--- config.mk ---
export PLATFORM = sky130hd
export DESIGN_NAME = ptm_bank
export DESIGN_NICKNAME = d
export VERILOG_FILES = /design/src/hdl/ptm_pkg.sv /design/src/hdl/ptm_peak_if.sv /design/src/hdl/ptm_bank.sv /design/src/hdl/ptm_mod_split.sv /design/src/hdl/ptm_peak_hold.sv
export SDC_FILE = /design/constraint.sdc
export NUM_CORES = 1
export LEC_CHECK = 0
export BUFFER_PORTS_ARGS = -buffer_cell sky130_fd_sc_hd__clkbuf_2
export CORE_ASPECT_RATIO = 1.2
export CORE_MARGIN = 8
export CORE_UTILIZATION = 30
export DETAILED_ROUTE_END_ITERATION = 10
export SLEW_MARGIN = 0
export SYNTH_ARGS = -nofsm -noshare
export SYNTH_HDL_FRONTEND = slang
export SYNTH_SLANG_ARGS = --single-unit
export TNS_END_PERCENT = 5
--- constraint.sdc ---
create_clock -name clk_sys -period 39.1 [get_ports clk_sys]
set_input_delay 7.82 -clock clk_sys [delete_from_list [all_inputs] [get_ports clk_sys]]
set_output_delay 7.82 -clock clk_sys [all_outputs]
set_load 0.05 [all_outputs]
--- src/hdl/ptm_pkg.sv ---
// Purpose: Shared constants for the protection measurement register bank
// Assumes: 16-bit register words, word addresses as on the register port
// Notes:   Timing counts derive from the clock period and the tick time
package ptm_pkg;

	// -----------------------------------------------------------------
	// Register addresses
	// -----------------------------------------------------------------
	localparam logic [15:0] ADDR_SETTING_CHANGE_COUNTER   = 16'h2263;
	localparam logic [15:0] ADDR_MAX_TRIP_CURRENT_PHASE1  = 16'h2280;
	localparam logic [15:0] ADDR_MAX_TRIP_CURRENT_PHASE2  = 16'h2281;
	localparam logic [15:0] ADDR_MAX_TRIP_CURRENT_PHASE3  = 16'h2282;
	localparam logic [15:0] ADDR_MAX_TRIP_CURRENT_NEUTRAL = 16'h2283;
	localparam logic [15:0] ADDR_LOAD_PCT_PHASE1          = 16'h2284;
	localparam logic [15:0] ADDR_LOAD_PCT_PHASE2          = 16'h2285;
	localparam logic [15:0] ADDR_LOAD_PCT_PHASE3          = 16'h2286;
	localparam logic [15:0] ADDR_LOAD_PCT_NEUTRAL         = 16'h2287;
	localparam logic [15:0] ADDR_GROUND_FAULT_PCT         = 16'h2288;
	localparam logic [15:0] ADDR_EARTH_LEAKAGE_PCT        = 16'h2289;
	localparam logic [15:0] ADDR_BATTERY_CHARGE_LEVEL     = 16'h228a;
	localparam logic [15:0] ADDR_LONG_TIME_TRIP_COUNTDOWN = 16'h22a0;
	localparam logic [15:0] ADDR_LONG_TIME_TRIP_COUNTDOWN_HI = 16'h22a1;
	localparam logic [15:0] ADDR_PHASE_SEQUENCE           = 16'h22a7;
	localparam logic [15:0] ADDR_DISPLAY_LANGUAGE         = 16'h258d;
	localparam logic [15:0] ADDR_NETWORK_FREQUENCY_SELECT = 16'h258e;

	// -----------------------------------------------------------------
	// Values, limits and field layouts
	// -----------------------------------------------------------------
	localparam logic [15:0] MAX_TRIP_NO_FAULT   = 16'h8000;
	localparam logic [15:0] MAX_TRIP_LIMIT      = 16'h3e80;
	localparam logic [15:0] LOAD_PCT_LIMIT      = 16'h7fff;
	localparam logic [15:0] NOT_AVAILABLE       = 16'h8000;
	localparam logic [15:0] BATT_HIGH_MV        = 16'h0af0;
	localparam logic [15:0] BATT_LOW_MV         = 16'h0898;
	localparam logic [15:0] BATT_FULL           = 16'h0064;
	localparam logic [15:0] BATT_HALF           = 16'h0032;
	localparam logic [15:0] BATT_EMPTY          = 16'h0000;
	localparam logic [31:0] MOD_BASE            = 32'h0000_2710;
	localparam logic [15:0] MOD_DIGIT_MAX       = 16'h270f;
	localparam logic [15:0] LANG_WRITE_MASK     = 16'h03bf;
	localparam logic [15:0] LANG_RESET          = 16'h0004;
	localparam logic [15:0] FREQ_WRITE_MASK     = 16'h0009;
	localparam logic [15:0] FREQ_RESET          = 16'h0001;
	localparam int          FREQ_400HZ_BIT      = 3;
	localparam int          PHASE_COUNT         = 4;

	// -----------------------------------------------------------------
	// Timing
	// -----------------------------------------------------------------
	localparam int CLK_PERIOD_NS  = 50;
	localparam int TICK_PERIOD_MS = 1000;
	localparam int TICK_CYCLES    = (TICK_PERIOD_MS * 1000000) / CLK_PERIOD_NS;

endpackage : ptm_pkg

--- src/hdl/ptm_peak_if.sv ---
// Purpose: Carrier between the bank and one maximum trip current holder
// Assumes: One clock domain, driven by the bank
// Notes:   The holder owns only the peak value
`timescale 1ns/1ns
`default_nettype none
interface ptm_peak_if;
	logic        enable;
	logic        clear;
	logic        sample_valid;
	logic [15:0] sample;
	logic [15:0] peak;
	modport hold (input enable, clear, sample_valid, sample, output peak);
	modport user (output enable, clear, sample_valid, sample, input peak);
endinterface : ptm_peak_if
`default_nettype wire

--- src/hdl/ptm_bank.sv ---
// Purpose: Protection measurement register bank read by a supervisor
// Assumes: Inputs synchronous to clk_sys; register port strobes one cycle
// Notes:   Answers one cycle after each strobe with data or an exception
`timescale 1ns/1ns
`default_nettype none

// Notes on behaviour
// - Each applied setting change, local or remote, bumps a 16-bit counter.
// - Switches moved while unpowered bump the counter once after power-up.
// - Per conductor, the largest trip current is kept, 0x8000 when none.
// - Trip maxima only update with auxiliary power and a breaker code.
// - Phase load is a whole percent of long-time pickup, up to 32767.
// - Neutral load is a percent of rated current times the neutral factor.
// - Neutral load is unavailable when no external current transformer.
// - Ground fault and earth leakage are percents of their pickups.
// - Battery reads 100 above 2800 mV, 50 between, 0 below 2200 mV.
// - The long-time countdown is refreshed once per second.
// - The countdown keeps refreshing after any other protection trips.
// - The countdown is tenths of seconds over two modulo-10000 words.
// - Language uses one bit per language, bit 6 and bits 10-15 reserved.
// - The local keypad can also change the language.
// - Frequency bit 3 (400 Hz) disables phase rotation protection.
// - Frequency bit 0 (50/60 Hz) is selected out of reset.
module ptm_bank
	import ptm_pkg::*;
#(
	parameter int TICK_LEN = TICK_CYCLES
)(
	input  wire logic                         clk_sys,
	input  wire logic                         rst_n,
	input  wire logic                         ce,

	input  wire logic [15:0]                  reg_addr,
	input  wire logic                         reg_rd,
	input  wire logic                         reg_wr,
	input  wire logic [15:0]                  reg_wdata,
	output var  logic [15:0]                  reg_rdata,
	output var  logic                         reg_ack,
	output var  logic                         reg_err,

	input  wire logic                         setting_applied,
	input  wire logic                         switches_moved_offline,
	input  wire logic                         aux_power_ok,
	input  wire logic                         breaker_code_valid,
	input  wire logic                         trip_valid,
	input  wire logic [PHASE_COUNT-1:0][15:0] trip_current,
	input  wire logic                         clear_max,

	input  wire logic [PHASE_COUNT-1:0][15:0] load_pct,
	input  wire logic                         neutral_ct_absent,
	input  wire logic [15:0]                  ground_fault_pct_in,
	input  wire logic [15:0]                  earth_leakage_pct_in,
	input  wire logic [15:0]                  battery_mv,

	input  wire logic [31:0]                  long_time_remaining,
	input  wire logic                         phase_sequence_in,

	input  wire logic                         panel_lang_wr,
	input  wire logic [15:0]                  panel_lang_data,
	output var  logic [15:0]                  display_language,
	output var  logic [15:0]                  network_frequency,
	output var  logic                         phase_rotation_prot_en
);

	// -----------------------------------------------------------------
	// Parameter checks
	// -----------------------------------------------------------------
	if (TICK_LEN < 2) begin : g_bad_tick
		$error("TICK_LEN must be at least 2");
	end

	// -----------------------------------------------------------------
	// State
	// -----------------------------------------------------------------
	typedef struct packed {
		logic [15:0]                  change_cnt;
		logic                         started;

		logic [PHASE_COUNT-1:0][15:0] load;
		logic [15:0]                  gf_pct;
		logic [15:0]                  el_pct;
		logic [15:0]                  batt;
		logic [15:0]                  phase_seq;
		logic [15:0]                  lang;
		logic [15:0]                  freq;
		logic                         rot_en;

		logic [31:0]                  tick_cnt;
		logic                         tick;
		logic [15:0]                  rdata;
		logic                         ack;
		logic                         err;
	} ptm_bank_state_t;

	localparam logic [31:0] TICK_LAST = 32'(TICK_LEN - 1);

	ptm_bank_state_t st_q;
	ptm_bank_state_t st_d;

	logic [PHASE_COUNT-1:0][15:0] peak;
	logic                         max_enable;
	logic [15:0]                  lt_lo;
	logic [15:0]                  lt_hi;

	ptm_peak_if pk_if [PHASE_COUNT] ();

	// -----------------------------------------------------------------
	// Maximum trip current holders
	// -----------------------------------------------------------------
	// power and code present
	assign max_enable = aux_power_ok && breaker_code_valid;

	for (genvar g = 0; g < PHASE_COUNT; g++) begin : g_peak
		assign pk_if[g].enable       = max_enable;
		assign pk_if[g].clear        = clear_max;
		assign pk_if[g].sample_valid = trip_valid;
		assign pk_if[g].sample       = trip_current[g];
		assign peak[g]               = pk_if[g].peak;

		ptm_peak_hold u_peak (
			.clk_sys (clk_sys),
			.rst_n   (rst_n),
			.ce      (ce),
			.pk      (pk_if[g])
		);
	end

	// -----------------------------------------------------------------
	// Long-time countdown words
	// -----------------------------------------------------------------
	// words load one cycle after each tick
	ptm_mod_split u_split (
		.clk_sys   (clk_sys),
		.rst_n     (rst_n),
		.ce        (ce),
		.load      (st_q.tick),
		.value     (long_time_remaining),
		.low_word  (lt_lo),
		.high_word (lt_hi)
	);

	// -----------------------------------------------------------------
	// Next state
	// -----------------------------------------------------------------
	always_comb begin
		st_d = st_q;
		st_d.ack = 1'b0;
		st_d.err = 1'b0;

		if (setting_applied) begin
			st_d.change_cnt = st_d.change_cnt + 16'h0001;
		end
		if (!st_q.started) begin
			st_d.started = 1'b1;
			if (switches_moved_offline) begin
				st_d.change_cnt = st_d.change_cnt + 16'h0001;
			end
		end

		for (int i = 0; i < PHASE_COUNT; i++) begin
			st_d.load[i] = (load_pct[i] > LOAD_PCT_LIMIT) ?
				LOAD_PCT_LIMIT : load_pct[i];
		end
		if (neutral_ct_absent) begin
			st_d.load[PHASE_COUNT-1] = NOT_AVAILABLE;
		end

		st_d.gf_pct = (ground_fault_pct_in > LOAD_PCT_LIMIT) ?
			LOAD_PCT_LIMIT : ground_fault_pct_in;
		st_d.el_pct = (earth_leakage_pct_in > LOAD_PCT_LIMIT) ?
			LOAD_PCT_LIMIT : earth_leakage_pct_in;

		if (battery_mv > BATT_HIGH_MV) begin
			st_d.batt = BATT_FULL;
		end else if (battery_mv >= BATT_LOW_MV) begin
			st_d.batt = BATT_HALF;
		end else begin
			st_d.batt = BATT_EMPTY;
		end

		st_d.phase_seq = {15'h0000, phase_sequence_in};

		st_d.tick = 1'b0;
		if (st_q.tick_cnt >= TICK_LAST) begin
			st_d.tick_cnt = 32'h0000_0000;
			st_d.tick = 1'b1;
		end else begin
			st_d.tick_cnt = st_q.tick_cnt + 32'h0000_0001;
		end

		if (panel_lang_wr) begin
			st_d.lang = panel_lang_data & LANG_WRITE_MASK;
		end

		// Register port; a read sees the previous cycle's samples
		if (reg_rd || reg_wr) begin
			st_d.ack = 1'b1;
			st_d.rdata = 16'h0000;
			if (reg_wr) begin
				case (reg_addr)
					ADDR_DISPLAY_LANGUAGE: begin
						if (!panel_lang_wr) begin
							st_d.lang = reg_wdata & LANG_WRITE_MASK;
						end
					end

					ADDR_NETWORK_FREQUENCY_SELECT: begin
						st_d.freq = reg_wdata & FREQ_WRITE_MASK;
					end

					default: begin
						st_d.err = 1'b1;
					end
				endcase
			end else begin
				case (reg_addr)
					ADDR_SETTING_CHANGE_COUNTER: begin
						st_d.rdata = st_q.change_cnt;
					end

					ADDR_MAX_TRIP_CURRENT_PHASE1: begin
						st_d.rdata = peak[0];
					end

					ADDR_MAX_TRIP_CURRENT_PHASE2: begin
						st_d.rdata = peak[1];
					end

					ADDR_MAX_TRIP_CURRENT_PHASE3: begin
						st_d.rdata = peak[2];
					end

					ADDR_MAX_TRIP_CURRENT_NEUTRAL: begin
						st_d.rdata = peak[3];
					end

					ADDR_LOAD_PCT_PHASE1: begin
						st_d.rdata = st_q.load[0];
					end

					ADDR_LOAD_PCT_PHASE2: begin
						st_d.rdata = st_q.load[1];
					end

					ADDR_LOAD_PCT_PHASE3: begin
						st_d.rdata = st_q.load[2];
					end

					ADDR_LOAD_PCT_NEUTRAL: begin
						st_d.rdata = st_q.load[3];
						st_d.err = neutral_ct_absent;
					end

					ADDR_GROUND_FAULT_PCT: begin
						st_d.rdata = st_q.gf_pct;
					end

					ADDR_EARTH_LEAKAGE_PCT: begin
						st_d.rdata = st_q.el_pct;
					end

					ADDR_BATTERY_CHARGE_LEVEL: begin
						st_d.rdata = st_q.batt;
					end

					ADDR_LONG_TIME_TRIP_COUNTDOWN: begin
						st_d.rdata = lt_lo;
					end

					ADDR_LONG_TIME_TRIP_COUNTDOWN_HI: begin
						st_d.rdata = lt_hi;
					end

					ADDR_PHASE_SEQUENCE: begin
						st_d.rdata = st_q.phase_seq;
					end

					ADDR_DISPLAY_LANGUAGE: begin
						st_d.rdata = st_q.lang;
					end

					ADDR_NETWORK_FREQUENCY_SELECT: begin
						st_d.rdata = st_q.freq;
					end

					default: begin
						st_d.err = 1'b1;
					end
				endcase
			end
		end

		st_d.rot_en = !st_d.freq[FREQ_400HZ_BIT];
	end

	// -----------------------------------------------------------------
	// Registers
	// -----------------------------------------------------------------
	always_ff @(posedge clk_sys) begin
		if (!rst_n) begin
			st_q            <= '0;
			st_q.lang       <= LANG_RESET;
			st_q.freq       <= FREQ_RESET;
			st_q.rot_en     <= 1'b1;
			st_q.batt       <= BATT_EMPTY;
			for (int i = 0; i < PHASE_COUNT; i++) begin
				st_q.load[i] <= 16'h0000;
			end
		end else if (ce) begin
			st_q <= st_d;
		end
	end

	// -----------------------------------------------------------------
	// Outputs
	// -----------------------------------------------------------------
	assign reg_rdata              = st_q.rdata;
	assign reg_ack                = st_q.ack;
	assign reg_err                = st_q.err;

	assign display_language       = st_q.lang;
	assign network_frequency      = st_q.freq;
	assign phase_rotation_prot_en = st_q.rot_en;

endmodule : ptm_bank
`default_nettype wire

--- src/hdl/ptm_mod_split.sv ---
// Purpose: Splits a binary count into two modulo ten thousand words
// Assumes: Load is a one-cycle strobe
// Notes:   Values past 99999999 saturate both words at 9999
`timescale 1ns/1ns
`default_nettype none
module ptm_mod_split
	import ptm_pkg::*;
(
	input  wire logic        clk_sys,
	input  wire logic        rst_n,
	input  wire logic        ce,
	input  wire logic        load,
	input  wire logic [31:0] value,
	output var  logic [15:0] low_word,
	output var  logic [15:0] high_word
);
	typedef struct packed {
		logic [15:0] lo;
		logic [15:0] hi;
	} ptm_split_state_t;

	ptm_split_state_t st_q;
	ptm_split_state_t st_d;
	logic [31:0]      quot;
	logic [31:0]      rem;

	always_comb begin
		st_d = st_q;
		// Constant divisor keeps this a fixed combinational network
		quot = value / MOD_BASE;
		rem  = value % MOD_BASE;
		if (load) begin
			if (quot > {16'h0000, MOD_DIGIT_MAX}) begin
				st_d.lo = MOD_DIGIT_MAX;
				st_d.hi = MOD_DIGIT_MAX;
			end else begin
				st_d.lo = rem[15:0];
				st_d.hi = quot[15:0];
			end
		end
	end

	always_ff @(posedge clk_sys) begin
		if (!rst_n) begin
			st_q <= '0;
		end else if (ce) begin
			st_q <= st_d;
		end
	end

	assign low_word  = st_q.lo;
	assign high_word = st_q.hi;
endmodule : ptm_mod_split
`default_nettype wire

--- src/hdl/ptm_peak_hold.sv ---
// Purpose: Holds the largest trip current of one conductor
// Assumes: Samples already in tenths of a percent of rated current
// Notes:   Reads the no-fault code until a valid trip is recorded
`timescale 1ns/1ns
`default_nettype none
module ptm_peak_hold
	import ptm_pkg::*;
(
	input  wire logic clk_sys,
	input  wire logic rst_n,
	input  wire logic ce,
	ptm_peak_if.hold  pk
);
	typedef struct packed {
		logic [15:0] peak;
	} ptm_peak_state_t;

	ptm_peak_state_t st_q;
	ptm_peak_state_t st_d;
	logic [15:0]     clamped;

	always_comb begin
		st_d = st_q;
		clamped = (pk.sample > MAX_TRIP_LIMIT) ? MAX_TRIP_LIMIT : pk.sample;
		if (pk.clear) begin
			st_d.peak = MAX_TRIP_NO_FAULT;
		end else if (pk.sample_valid && pk.enable) begin
			if (st_q.peak == MAX_TRIP_NO_FAULT || clamped > st_q.peak) begin
				st_d.peak = clamped;
			end
		end
	end

	always_ff @(posedge clk_sys) begin
		if (!rst_n) begin
			st_q <= '{peak: MAX_TRIP_NO_FAULT};
		end else if (ce) begin
			st_q <= st_d;
		end
	end

	assign pk.peak = st_q.peak;
endmodule : ptm_peak_hold
`default_nettype wire

==> results of run 1 <==
-- metrics by stage --
step           hold WS, ps  cell area, um2  worst slack (ps)  util (%)  instances
5_1_grt                471           25600              8470      34.2       4069
6_report               449           25600             10080      34.2       4076
2_1_floorplan          424           22600             14600         -       2892
3_5_place_dp           441           24600              9780      33.0       4021
4_1_cts                450           25600             10290      34.2       4068
3_3_place_gp           435           24600              9840      33.0       4021
-- kinds of logic (layout without fill, tap and decap cells) --
kind of cell,after synthesis,in the layout
AOI/OAI and AO/OA,952,952
xor gates and xnor gates,143,143
and+or+nand+nor,1068,1068
adders and majority gates,76,76
DFF,283,283
buffers and inverters,305,473
muxes,43,43
other,1,30
-- worst max-delay path by stage --
stage | start | to | slack [ps] | cells past startpoint
after detailed placement | long_time_remaining[23] | u_split.low_word[5] | 9780 | 62
after global routing | long_time_remaining[23] | u_split.low_word[5] | 8470 | 63
after CTS | long_time_remaining[23] | u_split.low_word[5] | 10290 | 62
final | long_time_remaining[23] | u_split.low_word[5] | 10080 | 62
after global placement | long_time_remaining[23] | u_split.low_word[5] | 9840 | 62
after floorplan | long_time_remaining[25] | u_split.low_word[6] | 14600 | 68
-- area by class of cell --
type                    instances  area, um2
fillers                      7938      49100
multi-input cells            2304      15600
flip-flops and latches        283       5670
repair buffers                319       1670
well taps                    1008       1260
clock buffers                  37        795
inverters                     107        402
clock inverters                10        134
diodes                          8       20.0
-- flip-flops by register name, summed over array words and instances, names as in the netlist --
| name | flops |
|---|---|
| st_q | 150 |
| u_split.low_word | 16 |
| phase_rotation_prot_en | 1 |
| reg_rdata | 16 |
| u_split.high_word | 16 |
| display_language | 16 |
| reg_err | 1 |
| network_frequency | 2 |
| reg_ack | 1 |
| g_peak.u_peak.pk.peak | 64 |
-- placed cells by master (no fill, tap or decap), types with 64 or more instances in the layout --
cell type  instances
xnor2_1           88
nor3_1            68
nand2_1          219
and2_1           111
clkbuf_2         290
o221a_2           72
dfxtp_1          283
nand3_1           70
o21ai_0          145
nor2b_1           64
a21oi_1          145
inv_1            104
ha_1              67
nor2_1           245
-- per-layer routing --
metal  vias up  global-route usage (%)  wire length [um]
met5         -                       0                55
met4         8                    6.18              2820
met3       116                    3.03              5290
met2       645                    31.3             38800
met1     10901                    22.5             33800
li1      11120                       -                 -
-- worst min-delay path: cells and delay by family, from the launching register on --
| family | cells | cell delay [ps] |
|---|---|---|
| flops | 1 | 310 |
| simple gates | 1 | 50 |
| compound gates | 1 | 50 |
==> impl_metrics.env, run 1 <==
export IMPL_status="finished clean"
export IMPL_tns_ps=0
export IMPL_place_gp_congestion=0.907
export IMPL_via_count=22790
export IMPL_synth_top_area_share_pct=25.1
export IMPL_core_area_mm2=0.0747
export IMPL_ant_nets=0
export IMPL_ys_seq_area_share_pct=25.1
export IMPL_fmax_ghz=0.0345
export IMPL_wl_per_cell_um=19.8
export IMPL_yosysMostFrequentCell="dfxtp_1"
export IMPL_netlist_instances=2871
export IMPL_setup_viol=0
export IMPL_ys_types=122
export IMPL_cp_slowest_cell="nor3_1"
export IMPL_clk_latency_ps=590
export IMPL_dieHeight_um=316
export IMPL_synth_area_mux_share_pct=2.05
export IMPL_postRouteWirelength_um=80700
export IMPL_cts_root_buf="clkbuf_16"
export IMPL_cap_violations=0
export IMPL_timing_rr_end="g_peak[2].u_peak.pk.peak[7]"
export IMPL_cp_end_kind="flop"
export IMPL_worst_setup_path_start_kind="input pin"
export IMPL_grt_pass1_wl_um=123000
export IMPL_crit_top_cell="a21oi_1"
export IMPL_min_path_type="reg2reg"
export IMPL_synth_edff_count=0
export IMPL_track_usage_pct=18.1
export IMPL_drtIter0Drc=1761
export IMPL_r2r_start="g_peak[2].u_peak.pk.peak[1]"
export IMPL_relSlewSlack_pct=20.0
export IMPL_start_util_pct=30.2
export IMPL_fin_crit_sh_pct=74.2
export IMPL_die_w_um=266
export IMPL_synth_area_mm2=0.0225
export IMPL_synthSimpleGateAreaFrac_pct=24.3
export IMPL_synth_top_family_by_area="compound AO/OA/AOI/OAI gates"
export IMPL_dp_hpwl_um=63400
export IMPL_min_to="u_split.low_word[5]"
export IMPL_yosysTopAreaCell="dfxtp_1"
export IMPL_path_clk_slew_ps=60
export IMPL_cp_required_ps=39530
export IMPL_post_cts_buffers=0
export IMPL_rows=110
export IMPL_path_class="in2reg"
export IMPL_viasPerCell=5.59
export IMPL_synth_compound_area_share_pct=32.5
export IMPL_clk_path_buf_depth=3
export IMPL_finalHoldViolations=0
export IMPL_drive_gt1_share_pct=19.1
export IMPL_cts_resized=0
export IMPL_synth_xor_area_share_pct=5.75
export IMPL_synth_seq_cells=283
export IMPL_grt_overflow_total=0
export IMPL_pin_count=321
export IMPL_finalCriticalPeriod_ps=29020
export IMPL_hold_path_depth=2
export IMPL_area_growth_pct=13.5
export IMPL_synthTopCellsByCount="dfxtp_1, nor2_1, nand2_1"
export IMPL_ctsHoldBuffers=0
export IMPL_ys_warn_count=0
export IMPL_final_nets=3380
export IMPL_port_buffers=292
export IMPL_cp_num_buf_inv=4
export IMPL_cp_top_family="compound AO/OA/AOI/OAI gates"
export IMPL_die_area_mm2=0.0842
export IMPL_grt_max_degree=111
export IMPL_rrSetupSlack_ps=35610
export IMPL_async_flop_share_pct=0
export IMPL_synth_area_per_cell_um2=7.85
export IMPL_numCtsBuffers=28
export IMPL_worstPathArrival_ps=29450
export IMPL_worstRegToRegCells=16
export IMPL_htree_levels=1
export IMPL_cts_tree="done"
export IMPL_finClkSkew_ps=38.0
export IMPL_synth_adder_area_share_pct=4.12
export IMPL_drv_slew=0
export IMPL_worstPathMaxFanout=17
export IMPL_route_detailed_drc=0
export IMPL_worstHoldStart="u_split.low_word[5]"
export IMPL_worst_slew_pin_slew_ps=1190
export IMPL_synth_main_ff_cell="dfxtp_1"
export IMPL_rsz0062_at_grt="false"
export IMPL_critPathMaxStageDelay_ps=890
export IMPL_firstDrtPassIters=6
export IMPL_cts_sinks=283
export IMPL_ys_top_cells_by_area="dfxtp_1, nor2_1, ha_1, nand2_1, o221a_2"
export IMPL_grt_antenna_before_repair=12
export IMPL_grt_pass1_vias=21180
Power of run 1 is not shown: default switching activity piles up to over one toggle a cycle in this logic, so the estimate is an artifact.
==> run 2, diff against run 1 <==
- clock period: 39.1 -> 29.8 ns (I/O delays scaled with it)
==> impl_metrics.env, run 2 (synthesized netlist as in run 1, its figures left out) <==
export IMPL_pin_count=321
export IMPL_worstHoldStart="u_split.low_word[5]"
export IMPL_dp_hpwl_um=63300
export IMPL_cts_tree="done"
export IMPL_htree_levels=1
export IMPL_wl_per_cell_um=19.8
export IMPL_drv_slew=0
export IMPL_setup_viol=0
export IMPL_cts_root_buf="clkbuf_16"
export IMPL_worstRegToRegCells=18
export IMPL_finalCriticalPeriod_ps=27300
export IMPL_grt_pass1_wl_um=122000
export IMPL_cp_required_ps=30230
export IMPL_clk_path_buf_depth=3
export IMPL_rsz0062_at_grt="false"
export IMPL_ctsHoldBuffers=0
export IMPL_rows=110
export IMPL_path_clk_slew_ps=60
export IMPL_cp_slowest_cell="nor3_1"
export IMPL_finalHoldViolations=0
export IMPL_fin_ws_ps=2500
export IMPL_critPathMaxStageDelay_ps=910
export IMPL_die_w_um=266
export IMPL_fmax_ghz=0.0366
export IMPL_cp_end_kind="flop"
export IMPL_dieHeight_um=316
export IMPL_core_area_mm2=0.0747
export IMPL_area_growth_pct=13.5
export IMPL_worst_setup_path_start_kind="input pin"
export IMPL_worstPathMaxFanout=17
export IMPL_fin_crit_sh_pct=91.6
export IMPL_worstPathArrival_ps=27730
export IMPL_clk_latency_ps=580
export IMPL_drive_gt1_share_pct=19.0
export IMPL_min_to="u_split.low_word[5]"
export IMPL_path_class="in2reg"
export IMPL_ant_nets=0
export IMPL_r2r_start="g_peak[1].u_peak.pk.peak[1]"
export IMPL_cts_sinks=283
export IMPL_drtIter0Drc=1980
export IMPL_die_area_mm2=0.0842
export IMPL_tns_ps=0
export IMPL_start_util_pct=30.2
export IMPL_status="finished clean"
export IMPL_via_count=22600
export IMPL_largest_reg_flops=150
export IMPL_crit_top_cell="a21oi_1"
export IMPL_grt_max_degree=114
export IMPL_route_detailed_drc=0
export IMPL_largest_register="st_q"
export IMPL_postRouteWirelength_um=80900
export IMPL_min_path_type="reg2reg"
export IMPL_grt_antenna_before_repair=12
export IMPL_hold_path_depth=2
export IMPL_relSlewSlack_pct=21.3
export IMPL_cts_resized=0
export IMPL_grt_pass1_vias=21120
export IMPL_final_nets=3379
export IMPL_worst_slew_pin_slew_ps=1170
export IMPL_num_fill_cells=7984
export IMPL_layout_common_cells="clkbuf_2, dfxtp_1, nor2_1"
export IMPL_place_ws_ps=2340
export IMPL_final_common_cell="clkbuf_2"
export IMPL_timing_rr_end="g_peak[1].u_peak.pk.peak[12]"
export IMPL_cap_violations=0
export IMPL_cp_startpoint="long_time_remaining[23]"
export IMPL_post_cts_buffers=0
export IMPL_grt_overflow_total=0
export IMPL_port_buffers=292
export IMPL_numCtsBuffers=29
export IMPL_place_gp_congestion=0.909
export IMPL_track_usage_pct=18.0
export IMPL_rrSetupSlack_ps=26330
export IMPL_finClkSkew_ps=24.6
export IMPL_firstDrtPassIters=6
export IMPL_viasPerCell=5.54
[run 2: worst max-delay path by stage]
stage                            to  slack, ps  cells after the start
2_1_floorplan   u_split.low_word[6]       7160                     68
3_3_place_gp    u_split.low_word[5]       2380                     62
3_5_place_dp    u_split.low_word[5]       2340                     61
4_1_cts         u_split.low_word[5]       2850                     62
5_1_grt        u_split.high_word[5]        890                     62
6_report        u_split.low_word[5]       2500                     62
[run 2: worst max-delay path: cells and delay by family]
| kind | cells | cell delay (ps) |
|---|---|---|
| AOI/OAI and AO/OA | 35 | 12630 |
| and+or+nand+nor | 17 | 6350 |
| xor gates and xnor gates | 3 | 990 |
| buffers and inverters | 4 | 690 |
| muxes | 2 | 680 |
| adders and majority gates | 1 | 400 |
[run 2: layout make-up]
type,instances,area (um2),area share (%)
antenna,6,15.0,0.0587
clock buffer,42,815,3.18
tap,1008,1260,4.93
multi-input combinational,2304,15600,61.1
clock inverter,10,124,0.484
inverter,107,402,1.57
sequential,283,5670,22.1
timing repair buffer,317,1660,6.48
[run 2: routing by layer]
layer | part of all wire, % | global-route usage, % | up-vias
met2 | 47 | 30.6 | 629
met5 | 0.079 | 0 | -
met1 | 42 | 22.0 | 10720
met4 | 3.9 | 6.85 | 10
li1 | - | - | 11120
met3 | 6.8 | 3.71 | 121
[run 2: metrics by stage]
stage | area, um2 | cells | util [%] | hold slack (ps)
final | 25600 | 4077 | 34.2 | 447
after global routing | 25600 | 4071 | 34.2 | 472
after CTS | 25600 | 4071 | 34.2 | 447
after detailed placement | 24600 | 4019 | 33.0 | 439
after global placement | 24600 | 4019 | 33.0 | 434
after floorplan | 22600 | 2892 | - | 424
Power of run 2 is left out for the same reason.
